[config.mk]
export PLATFORM = sky130hd
export DESIGN_NAME = pml_lock
export DESIGN_NICKNAME = d
export VERILOG_FILES = /design/src/include/pml_pkg.sv /design/src/design/pml_lock.sv
export VERILOG_INCLUDE_DIRS = /design/src /design/src/include
export SDC_FILE = /design/constraint.sdc
export NUM_CORES = 1
export LEC_CHECK = 0
export ABC_AREA = 1
export BUFFER_PORTS_ARGS = -buffer_cell sky130_fd_sc_hd__buf_2
export CAP_MARGIN = 20
export CELL_PAD_IN_SITES_DETAIL_PLACEMENT = 0
export CELL_PAD_IN_SITES_GLOBAL_PLACEMENT = 1
export CORE_AREA = 2 2 69 71
export CTS_BUF_LIST = sky130_fd_sc_hd__clkbuf_8
export DETAILED_ROUTE_END_ITERATION = 8
export DIE_AREA = 0 0 71 73
export HOLD_SLACK_MARGIN = 0.12
export MAX_ROUTING_LAYER = met4
export PLACE_DENSITY_LB_ADDON = 0.05
export SKIP_LAST_GASP = 1
export SYNTH_ARGS = -nofsm -noshare
export SYNTH_HDL_FRONTEND = slang
export SYNTH_SLANG_ARGS = --single-unit
[constraint.sdc]
create_clock -name clock -period 1.8 [get_ports clock]
set_input_delay 0.09 -clock clock [delete_from_list [all_inputs] [get_ports clock]]
set_output_delay 0.09 -clock clock [all_outputs]
set_load 0.01 [all_outputs]
[src/include/pml_params.svh]
`ifndef PML_PARAMS_SVH
`define PML_PARAMS_SVH
// =====================================
// Register address width and offsets
`define PML_ADDR_W       4
`define PML_REG_STATUS   4'h0
`define PML_REG_KEYSEL   4'h4
// Status field positions
`define PML_ST_LEVEL_LO  0
`define PML_ST_EA_BIT    2
`define PML_ST_ENC_BIT   3
`define PML_ST_UNDEF_BIT 4
// Reset values and key index width
`define PML_KEYSEL_RST   8'h00
`define PML_KEY_W        6
`endif

[src/include/pml_pkg.sv]
package pml_pkg;
	// Protection levels, one per defined lock combination
	typedef enum logic [1:0] {
		PML_LVL_OPEN,
		PML_LVL_ONE,
		PML_LVL_TWO,
		PML_LVL_THREE
	} pml_level_e;

	// Start-up sequence: fill pin synchroniser, capture, run
	typedef enum logic [1:0] {
		PML_SYNC,
		PML_SETTLE,
		PML_SAMPLE,
		PML_RUN
	} pml_phase_e;

	// Grant outputs toward programmer and core
	typedef struct packed {
		logic verify_ok;
		logic program_ok;
		logic table_read_ok;
		logic ext_exec_ok;
		logic ea_eff;
		logic [7:0] verify_data;
	} pml_grant_s;

	// Whole module state
	typedef struct packed {
		pml_phase_e phase;
		pml_level_e level;
		logic       undefined;
		logic       enc_on;
		logic       ea_lat;
		logic [1:0] ea_sync;
		logic [7:0] keysel;
		logic [7:0] rdata;
		pml_grant_s grant;
	} pml_state_s;
endpackage

[src/design/pml_lock.sv]
`timescale 1ns/1ps
`include "pml_params.svh"
module pml_lock
	import pml_pkg::*;
#(
	parameter int KEY_DEPTH = 64
) (
	input  wire logic                    clock,
	input  wire logic                    rst,
	input  wire logic                    lock_bit_one,
	input  wire logic                    lock_bit_two,
	input  wire logic                    lock_bit_three,
	input  wire logic                    enc_programmed,
	input  wire logic                    external_access_select,
	input  wire logic                    fetch_external,
	input  wire logic [7:0]              prog_byte,
	input  wire logic [`PML_KEY_W-1:0]   key_index,
	input  wire logic [7:0]              key_byte,
	input  wire logic [`PML_ADDR_W-1:0]  addr,
	input  wire logic [7:0]              wdata,
	input  wire logic                    wr,
	input  wire logic                    rd,
	output logic [7:0]                   rdata,
	output logic [1:0]                   level,
	output logic                         verify_ok,
	output logic                         program_ok,
	output logic                         table_read_ok,
	output logic                         ext_exec_ok,
	output logic                         ea_eff,
	output logic [7:0]                   verify_data
);
	pml_state_s s_r;
	pml_state_s s_nxt;
	logic       unused;

	// =====================================
	// Map lock pins to a level; odd combos take the level of the set bits counted up from bit one
	function automatic pml_level_e lock_level(input logic b1, input logic b2, input logic b3);
		if (b1 && b2 && b3) begin
			lock_level = PML_LVL_THREE;
		end else if (b1 && b2) begin
			lock_level = PML_LVL_TWO;
		end else if (b1) begin
			lock_level = PML_LVL_ONE;
		end else begin
			lock_level = PML_LVL_OPEN;
		end
	endfunction

	// =====================================
	// Pack the status word from its field positions
	function automatic logic [7:0] status_word(input pml_level_e lvl, input logic ea, input logic enc,
		input logic undef);
		status_word = 8'h00;
		status_word[`PML_ST_LEVEL_LO +: 2] = lvl;
		status_word[`PML_ST_EA_BIT] = ea;
		status_word[`PML_ST_ENC_BIT] = enc;
		status_word[`PML_ST_UNDEF_BIT] = undef;
	endfunction

	assign unused = ^{key_index, fetch_external} | (KEY_DEPTH == 0);

	// =====================================
	// Next state
	always_comb begin
		s_nxt = s_r;
		s_nxt.ea_sync = {s_r.ea_sync[0], external_access_select};
		case (s_r.phase)
			PML_SYNC: begin
				// First flop of the pin synchroniser fills
				s_nxt.phase = PML_SETTLE;
			end
			PML_SETTLE: begin
				// Second flop fills; pin level now trusted
				s_nxt.phase = PML_SAMPLE;
			end
			PML_SAMPLE: begin
				// Capture once after release
				s_nxt.level = lock_level(lock_bit_one, lock_bit_two, lock_bit_three);
				s_nxt.undefined = (lock_bit_three & ~(lock_bit_one & lock_bit_two))
					| (lock_bit_two & ~lock_bit_one);
				s_nxt.enc_on = enc_programmed;
				s_nxt.phase = PML_RUN;
			end
			PML_RUN: begin
				s_nxt.phase = PML_RUN;
			end
			default: begin
				s_nxt.phase = PML_SYNC;
			end
		endcase
		// Pin tracked until capture, then held unless open
		if (s_r.phase != PML_RUN || s_r.level == PML_LVL_OPEN) begin
			s_nxt.ea_lat = s_r.ea_sync[1];
		end
		// Grants derived from the held level
		s_nxt.grant.verify_ok = (s_r.phase == PML_RUN) && (s_r.level < PML_LVL_TWO);
		s_nxt.grant.program_ok = (s_r.phase == PML_RUN) && (s_r.level == PML_LVL_OPEN);
		s_nxt.grant.table_read_ok = (s_r.phase == PML_RUN)
			&& !(s_r.level != PML_LVL_OPEN && fetch_external);
		s_nxt.grant.ext_exec_ok = (s_r.phase == PML_RUN) && (s_r.level != PML_LVL_THREE);
		s_nxt.grant.ea_eff = s_nxt.ea_lat;
		// Verify path; table byte only ever leaves XNORed
		if (s_nxt.grant.verify_ok) begin
			s_nxt.grant.verify_data = s_r.enc_on ? ~(prog_byte ^ key_byte) : prog_byte;
		end else begin
			s_nxt.grant.verify_data = 8'hFF;
		end
		// Register port
		if (wr && addr == `PML_REG_KEYSEL) begin
			s_nxt.keysel = wdata;
		end
		s_nxt.rdata = 8'h00;
		if (rd) begin
			case (addr)
				`PML_REG_STATUS: s_nxt.rdata = status_word(s_r.level, s_r.ea_lat, s_r.enc_on, s_r.undefined);
				`PML_REG_KEYSEL: s_nxt.rdata = s_r.keysel;
				default:         s_nxt.rdata = 8'h00;
			endcase
		end
	end

	// =====================================
	// State register
	always_ff @(posedge clock or posedge rst) begin
		if (rst) begin
			s_r <= '0;
			s_r.keysel <= `PML_KEYSEL_RST;
			s_r.grant.verify_data <= 8'hFF;
		end else begin
			s_r <= s_nxt;
		end
	end

	// =====================================
	// Outputs straight from the state register
	assign rdata         = s_r.rdata;
	assign level         = s_r.level;
	assign verify_ok     = s_r.grant.verify_ok;
	assign program_ok    = s_r.grant.program_ok;
	assign table_read_ok = s_r.grant.table_read_ok;
	assign ext_exec_ok   = s_r.grant.ext_exec_ok;
	assign ea_eff        = s_r.grant.ea_eff;
	assign verify_data   = s_r.grant.verify_data;

	// =====================================
	// Checks
	property p_prog_block;
		@(posedge clock) disable iff (rst) (s_r.level != PML_LVL_OPEN) |=> !program_ok;
	endproperty
	a_prog_block: assert property (p_prog_block) else $error("programming allowed while locked");
	property p_verify_block;
		@(posedge clock) disable iff (rst) (s_r.level >= PML_LVL_TWO) |=> !verify_ok;
	endproperty
	a_verify_block: assert property (p_verify_block) else $error("verify allowed at level two");
	property p_verify_open;
		@(posedge clock) disable iff (rst) (s_r.phase == PML_RUN && s_r.level == PML_LVL_OPEN) |=> verify_ok;
	endproperty
	a_verify_open: assert property (p_verify_open) else $error("verify refused when open");
	property p_exec_block;
		@(posedge clock) disable iff (rst) (s_r.level == PML_LVL_THREE) |=> !ext_exec_ok;
	endproperty
	a_exec_block: assert property (p_exec_block) else $error("external execution allowed");
	property p_table_block;
		@(posedge clock) disable iff (rst) (s_r.level != PML_LVL_OPEN && fetch_external) |=> !table_read_ok;
	endproperty
	a_table_block: assert property (p_table_block) else $error("external table read allowed");
	property p_ea_hold;
		@(posedge clock) disable iff (rst)
			(s_r.phase == PML_RUN && s_r.level != PML_LVL_OPEN) |=> $stable(s_r.ea_lat);
	endproperty
	a_ea_hold: assert property (p_ea_hold) else $error("access pin latch moved");
	property p_level_hold;
		@(posedge clock) disable iff (rst) (s_r.phase == PML_RUN) |=> $stable(s_r.level) && $stable(s_r.enc_on);
	endproperty
	a_level_hold: assert property (p_level_hold) else $error("lock level changed after sampling");
	property p_enc_data;
		@(posedge clock) disable iff (rst)
			(s_r.enc_on && s_nxt.grant.verify_ok) |=> verify_data == ~($past(prog_byte) ^ $past(key_byte));
	endproperty
	a_enc_data: assert property (p_enc_data) else $error("verify data not encrypted");
	property p_plain_data;
		@(posedge clock) disable iff (rst)
			(!s_r.enc_on && s_nxt.grant.verify_ok) |=> verify_data == $past(prog_byte);
	endproperty
	a_plain_data: assert property (p_plain_data) else $error("plain verify data wrong");

	// =====================================
	// Start-up sequence and sampling
	property p_boot_sync;
		@(posedge clock) disable iff (rst)
			(s_r.phase == PML_SYNC) |=> (s_r.phase == PML_SETTLE);
	endproperty
	a_boot_sync: assert property (p_boot_sync) else $error("start-up skipped the settle step");
	property p_boot_settle;
		@(posedge clock) disable iff (rst)
			(s_r.phase == PML_SETTLE) |=> (s_r.phase == PML_SAMPLE);
	endproperty
	a_boot_settle: assert property (p_boot_settle) else $error("start-up skipped the sample step");
	property p_boot_sample;
		@(posedge clock) disable iff (rst)
			(s_r.phase == PML_SAMPLE) |=> (s_r.phase == PML_RUN);
	endproperty
	a_boot_sample: assert property (p_boot_sample) else $error("sampling repeated");
	property p_run_stays;
		@(posedge clock) disable iff (rst)
			(s_r.phase == PML_RUN) |=> (s_r.phase == PML_RUN);
	endproperty
	a_run_stays: assert property (p_run_stays) else $error("run phase left without reset");
	property p_lvl_open;
		@(posedge clock) disable iff (rst)
			(s_r.phase == PML_SAMPLE && !lock_bit_one) |=> (s_r.level == PML_LVL_OPEN);
	endproperty
	a_lvl_open: assert property (p_lvl_open) else $error("open pattern not captured as open");
	property p_lvl_one;
		@(posedge clock) disable iff (rst)
			(s_r.phase == PML_SAMPLE && lock_bit_one && !lock_bit_two) |=> (s_r.level == PML_LVL_ONE);
	endproperty
	a_lvl_one: assert property (p_lvl_one) else $error("first lock level not captured");
	property p_lvl_two;
		@(posedge clock) disable iff (rst)
			(s_r.phase == PML_SAMPLE && lock_bit_one && lock_bit_two && !lock_bit_three) |=> (s_r.level == PML_LVL_TWO);
	endproperty
	a_lvl_two: assert property (p_lvl_two) else $error("second lock level not captured");
	property p_lvl_three;
		@(posedge clock) disable iff (rst)
			(s_r.phase == PML_SAMPLE && lock_bit_one && lock_bit_two && lock_bit_three) |=> (s_r.level == PML_LVL_THREE);
	endproperty
	a_lvl_three: assert property (p_lvl_three) else $error("third lock level not captured");
	property p_sample_enc;
		@(posedge clock) disable iff (rst)
			(s_r.phase == PML_SAMPLE) |=> (s_r.enc_on == $past(enc_programmed));
	endproperty
	a_sample_enc: assert property (p_sample_enc) else $error("encryption state not captured");
	property p_undef_flag;
		@(posedge clock) disable iff (rst)
			(s_r.phase == PML_SAMPLE && lock_bit_two && !lock_bit_one) |=> s_r.undefined;
	endproperty
	a_undef_flag: assert property (p_undef_flag) else $error("undefined lock pattern not flagged");
	property p_ea_capture;
		@(posedge clock) disable iff (rst)
			(s_r.phase == PML_SAMPLE) |=> (s_r.ea_lat == $past(s_r.ea_sync[1]));
	endproperty
	a_ea_capture: assert property (p_ea_capture) else $error("access pin not captured at start");
	property p_ea_follow;
		@(posedge clock) disable iff (rst)
			(s_r.phase == PML_RUN && s_r.level == PML_LVL_OPEN) |=> (s_r.ea_lat == $past(s_r.ea_sync[1]));
	endproperty
	a_ea_follow: assert property (p_ea_follow) else $error("access pin not followed when open");

	// =====================================
	// Grants
	property p_grant_early;
		@(posedge clock) disable iff (rst)
			(s_r.phase != PML_RUN) |=> (!verify_ok && !program_ok && !table_read_ok && !ext_exec_ok);
	endproperty
	a_grant_early: assert property (p_grant_early) else $error("grant given before sampling");
	property p_table_open;
		@(posedge clock) disable iff (rst)
			(s_r.phase == PML_RUN && s_r.level == PML_LVL_OPEN) |=> table_read_ok;
	endproperty
	a_table_open: assert property (p_table_open) else $error("table read refused when open");
	property p_table_internal;
		@(posedge clock) disable iff (rst)
			(s_r.phase == PML_RUN && !fetch_external) |=> table_read_ok;
	endproperty
	a_table_internal: assert property (p_table_internal) else $error("internal table read refused");
	property p_exec_allowed;
		@(posedge clock) disable iff (rst)
			(s_r.phase == PML_RUN && s_r.level != PML_LVL_THREE) |=> ext_exec_ok;
	endproperty
	a_exec_allowed: assert property (p_exec_allowed) else $error("external execution refused");
	property p_prog_open;
		@(posedge clock) disable iff (rst)
			(s_r.phase == PML_RUN && s_r.level == PML_LVL_OPEN) |=> program_ok;
	endproperty
	a_prog_open: assert property (p_prog_open) else $error("programming refused when open");
	property p_verify_one;
		@(posedge clock) disable iff (rst)
			(s_r.phase == PML_RUN && s_r.level == PML_LVL_ONE) |=> verify_ok;
	endproperty
	a_verify_one: assert property (p_verify_one) else $error("verify refused at level one");

	// =====================================
	// Verify data
	property p_refused_data;
		@(posedge clock) disable iff (rst)
			(!s_nxt.grant.verify_ok) |=> (verify_data == 8'hFF);
	endproperty
	a_refused_data: assert property (p_refused_data) else $error("data shown while verify refused");
	property p_key_hidden;
		@(posedge clock) disable iff (rst)
			(s_r.enc_on && s_nxt.grant.verify_ok && prog_byte != 8'hFF) |=> (verify_data != $past(key_byte));
	endproperty
	a_key_hidden: assert property (p_key_hidden) else $error("table byte seen on verify data");

	// =====================================
	// Register port
	property p_status_level;
		@(posedge clock) disable iff (rst)
			(rd && addr == `PML_REG_STATUS) |=> (rdata[`PML_ST_LEVEL_LO +: 2] == $past(s_r.level));
	endproperty
	a_status_level: assert property (p_status_level) else $error("status level field wrong");
	property p_status_enc;
		@(posedge clock) disable iff (rst)
			(rd && addr == `PML_REG_STATUS) |=> (rdata[`PML_ST_ENC_BIT] == $past(s_r.enc_on));
	endproperty
	a_status_enc: assert property (p_status_enc) else $error("status encryption bit wrong");
	property p_status_ea;
		@(posedge clock) disable iff (rst)
			(rd && addr == `PML_REG_STATUS) |=> (rdata[`PML_ST_EA_BIT] == $past(s_r.ea_lat));
	endproperty
	a_status_ea: assert property (p_status_ea) else $error("status access pin bit wrong");
endmodule

After elaboration in Yosys (flattened, before gate mapping)

Index checks and enable logic that the tools add are counted.

Word-level logic and storage cells: 51
Output and inout port bits: 23
Register bits after elaboration: 37
Input bits: 44

Bitwise operators: 8
Reduce and logical (&&, ||, !) cells: 15
Magnitude comparators: 1
Mux-type cells: 8
Equality and inequality tests: 6

Operators by type and width:

| kind                 | number |
|---|---|
| $mux W8              | 3 |
| $pmux W8 S2          | 1 |
| $logic_and A1 B1 Y1  | 8 |
| $not A8 Y8           | 1 |
| $xor A8 B8 Y8        | 1 |
| $pmux W2 S3          | 1 |
| $eq A2 B2 Y1 const B | 2 |
| $eq A4 B3 Y1 const B | 1 |
| $logic_not A2 Y1     | 2 |
| $logic_not A4 Y1     | 1 |
| $mux W2              | 2 |
| $ne A2 B2 Y1 const B | 2 |
| $and A1 B1 Y1        | 3 |
| $eq A2 B1 Y1 const B | 1 |
| $lt A2 B2 Y1 const B | 1 |
| $not A1 Y1           | 2 |
| $reduce_bool A2 Y1   | 1 |
| $reduce_or A2 Y1     | 1 |
| $logic_not A1 Y1     | 1 |
| $logic_or A1 B1 Y1   | 1 |
| $mux W1              | 1 |
| $or A1 B1 Y1         | 1 |

Logic depth before layout (Yosys ltp)

Depth in word-level cells: 4
Mapped depth: 5
Gate-level depth less buffers: 5

Worst setup path before layout

Ideal clock, no wire load.

Path kind: register -> register
Start point: register s_r (netlist bit level[1])
End point: register s_r (netlist bit ea_eff)
Data required time: 1683 ps
Slack: 814 ps
Path buffers: 0
Data arrival time: 869 ps
Period minus slack after synthesis: 986 ps
Library setup time: 117 ps
Stages on the path, launching flop included: 4
Cells stage by stage: dfrtp_1 > or2_2 > nand3_1 > nand2_1

Cells in the longest elaborated chain, start to end: 2

RTL lines:

| what                   | RTL line        | source |
|---|---|---|
| start, declared        | pml_lock.sv:32  | `pml_state_s s_r;` |
| start signal, assigned | pml_lock.sv:131 | `s_r <= s_nxt;` |
| $logic_not A2 Y1       | pml_lock.sv:93  | `if (s_r.phase != PML_RUN \|\| s_r.level == PML_LVL_OPEN) begin` |
| $logic_or A1 B1 Y1     | pml_lock.sv:93  |  |

No other way between the ends.
A chain may end at the register's enable or synchronous reset.

==> impl_metrics.toml <==
[outcome]
status = "finished, final reports clean"

[synth]
synth_top_family_by_area = "simple AND/OR/NAND/NOR gates"
synth-xor-area-share = 0
synth_adder_area_share = 0
avgSynthCellArea_um2 = 9.08
synth-seq-area-share = 0.560
synth_compound_area_frac = 0.0404
synth_top_area_share = 0.434
yosys.area_share.simple = 0.252
ys_async_sr_fraction = 1.00
synth.net_count = 228
ys_top_cells_by_count = "nand2_1, dfrtp_1, buf_4, inv_1, nand4_1"
syn-cell-area_um2 = 1670
syn_inst = 184
synth_top_cells_by_area = "dfrtp_1, dfstp_2, nand2_1"
synth_cell_types = 19
synth_edf_count = 0
ys_ff_latch = 37
synth.most_common_cell = "nand2_1"
yosys_most_used_dff = "dfrtp_1"
synth_mux_area_frac = 0
synth_warnings = 0
yosys.area.top_type = "dfrtp_1"

[setup_path]
rr_worst_depth = 5
cp_slowest_cell = "dlygate4sd3_1"
r2r_slack_ns = 0.15
worstPathArrival_ns = 1.84
rr_endpoint = "verify_data[2]"
r2r-start = "s_r[32]"
path_buf_inv = 2
cp-start-kind = "flip-flop"
crit_path_end_kind = "flip-flop"
crit_chain = "inv_1, nor2_1, nand2_1, dlygate4sd3_1, nand3_1"
crit_type = "reg2reg"
crit_required_ns = 1.99
critPathMaxFanout = 17
critPathMaxStageDelay_ns = 0.54
critPathTopFamily = "buffers and inverters"

[grt]
grt_antenna_before_repair = 0
groute.usage.overall = 0.174
grt_max_degree = 33
grt_overflow = 0
grt_pass1_vias = 1515
grt_pass1_wl_um = 6750

[clock_network]
max-clock-path-buffers = 2
htreeDepth = 2
clkTransAtPathRegs_ns = 0.07
ctsResizeCount = 0
cts_tree = "built"
cts_root_buf = "clkbuf_8"
cts_sinks = 37
cts_buffers = 5
clock_latency_ns = 0.29

[timing]
worst_slew_margin_rel = 0.685
worst_clock_skew_ns = 0.00773
tightest_slew_ns = 0.472
finalCritPeriodShare = 0.917
finalSetupViolCount = 0
hold_viol_final = 0
max_freq_mhz = 606
final_max_slew_viol_count = 0
fin_crit_ns = 1.65
setup_tns_ns = 0
rsz0062_at_grt = "no"

[place]
placed_cell_area_um2 = 1890
routabilityCongestion = 0.759
dp_hpwl_um = 2610
port_buffers = 60

[floorplan]
initial_core_util = 0.369
die_area_um2 = 5180
num_rows = 25
die_h_um = 73
coreArea_um2 = 4540
ios = 67
die_w_um = 71

[run]
drv_cap = 0

[power]
ir_drop_mv = 0.304
pwr-share-comb = 0.164
internal_power_uw = 1320
power_density_nw_per_um2 = 739
p_seq_frac = 0.532
clkPwrFrac = 0.304
switching_share = 0.257
p_sw_uw = 458
p_leak_uw = 0.00124

[cells_and_area]
final_nets = 318
fillers = 409
layout-drive-gt1-share = 0.298
area_growth_pct = 44.2
stdcell_area_um2 = 2410
antenna_cells = 0

[route]
drc_errors = 0
firstDrtPassIters = 4
ant_nets = 0
via_per_inst = 4.56
drt-initial-drc-count = 87
routed_wl_um = 3890
dr_total_vias = 1499
wl_per_cell_um = 11.8

[hold_path]
hold_end = "s_r[23]"
min_path_type = "in2reg"
hold_depth = 3
hold_start = "wr"
worst max path at each step:
stage / start / to / slack (ns) / cells past startpoint
final: s_r[32] / verify_data[2] / 0.15 / 5
after detailed placement: s_r[32] / verify_data[2] / 0.72 / 4
after CTS: s_r[32] / verify_data[2] / 0.17 / 5
after global routing: s_r[32] / verify_data[6] / 0.003 / 4
after global placement: level[1] / ea_eff / 0.76 / 3
after floorplan: level[1] / ea_eff / 0.81 / 3
cell usage in the layout (no fill, tap or decap):
cell type       n
buf_2          60
dlygate4sd3_1  44
nand2_1        43
dfrtp_1        29
inv_1          20
nand4_1        18
nor2_1         14
nand3_1        12
o21ai_0         9
dfstp_2         8
clkbuf_8        5
buf_4           3
nor2_4          2
a21oi_1         2
clkinv_2        2
nor2_2          1
or2_2           1
o211ai_1        1
o21ai_1         1
flip-flops by register name, summed over array words and instances, names as in the netlist:
register	flops
ext_exec_ok	1
verify_ok	1
s_nxt	1
table_read_ok	1
level	2
program_ok	1
rdata	8
verify_data	8
ea_eff	1
s_r	13
cell type report:
cell class                 instances  area (um2)  share of cell area
clock buffer                       5        68.8              0.0286
clock inverter                     3        13.8             0.00571
inverter                          19        71.3              0.0296
multi-input combinational        104         489               0.203
sequential                        37         936               0.388
tap                               54        67.6              0.0280
timing repair buffer             107         763               0.317
per-stage QoR:
step                      setup WS (ns)   util  hold WS (ns)  total power (uW)  std cells
after floorplan                   0.814      -         0.121              1110        184
after detailed placement          0.720  0.416         0.201              1190        277
after global routing            0.00312  0.531         0.144              1900        329
after global placement            0.762  0.416         0.198              1180        277
after CTS                         0.169  0.531         0.131              1810        329
final                             0.150  0.531         0.146              1780        329
kinds of logic (layout without fill, tap and decap cells):
| group | Yosys count | in the layout |
|---|---|---|
| buffers and inverters | 43 | 134 |
| AOI/OAI and AO/OA | 13 | 13 |
| and+or+nand+nor | 91 | 91 |
| DFF | 37 | 37 |
worst register-to-register path: stages (launching register included):
cell and delay (ns):
dfrtp_1 0.39, inv_1 0.36, nor2_1 0.09, nand2_1 0.07
dlygate4sd3_1 0.54, nand3_1 0.10
repair_timing:
| action | in CTS | in global routing |
|---|---|---|
| hold endpoints to repair | 56 | 0 |
| setup buffers | 0 | 0 |
| hold buffers | 44 | 0 |
per-layer routing:
layer  global-route usage  share of wire  up-vias
met2                0.307           0.53       46
met1                0.190           0.41      695
met3               0.0483          0.052        2
li1                     -              -      756
met5                    -              0        -
met4               0.0566         0.0057        0
power groups by stage:
stage | logic (uW) | registers, uW | clock network, uW
4_1_cts | 293 | 947 | 573
6_report | 292 | 948 | 541
3_5_place_dp | 229 | 962 | 0
5_1_grt | 330 | 954 | 615
2_1_floorplan | 154 | 958 | 0
3_3_place_gp | 218 | 959 | 0
Note: power is estimated with default switching activity, not from simulation.
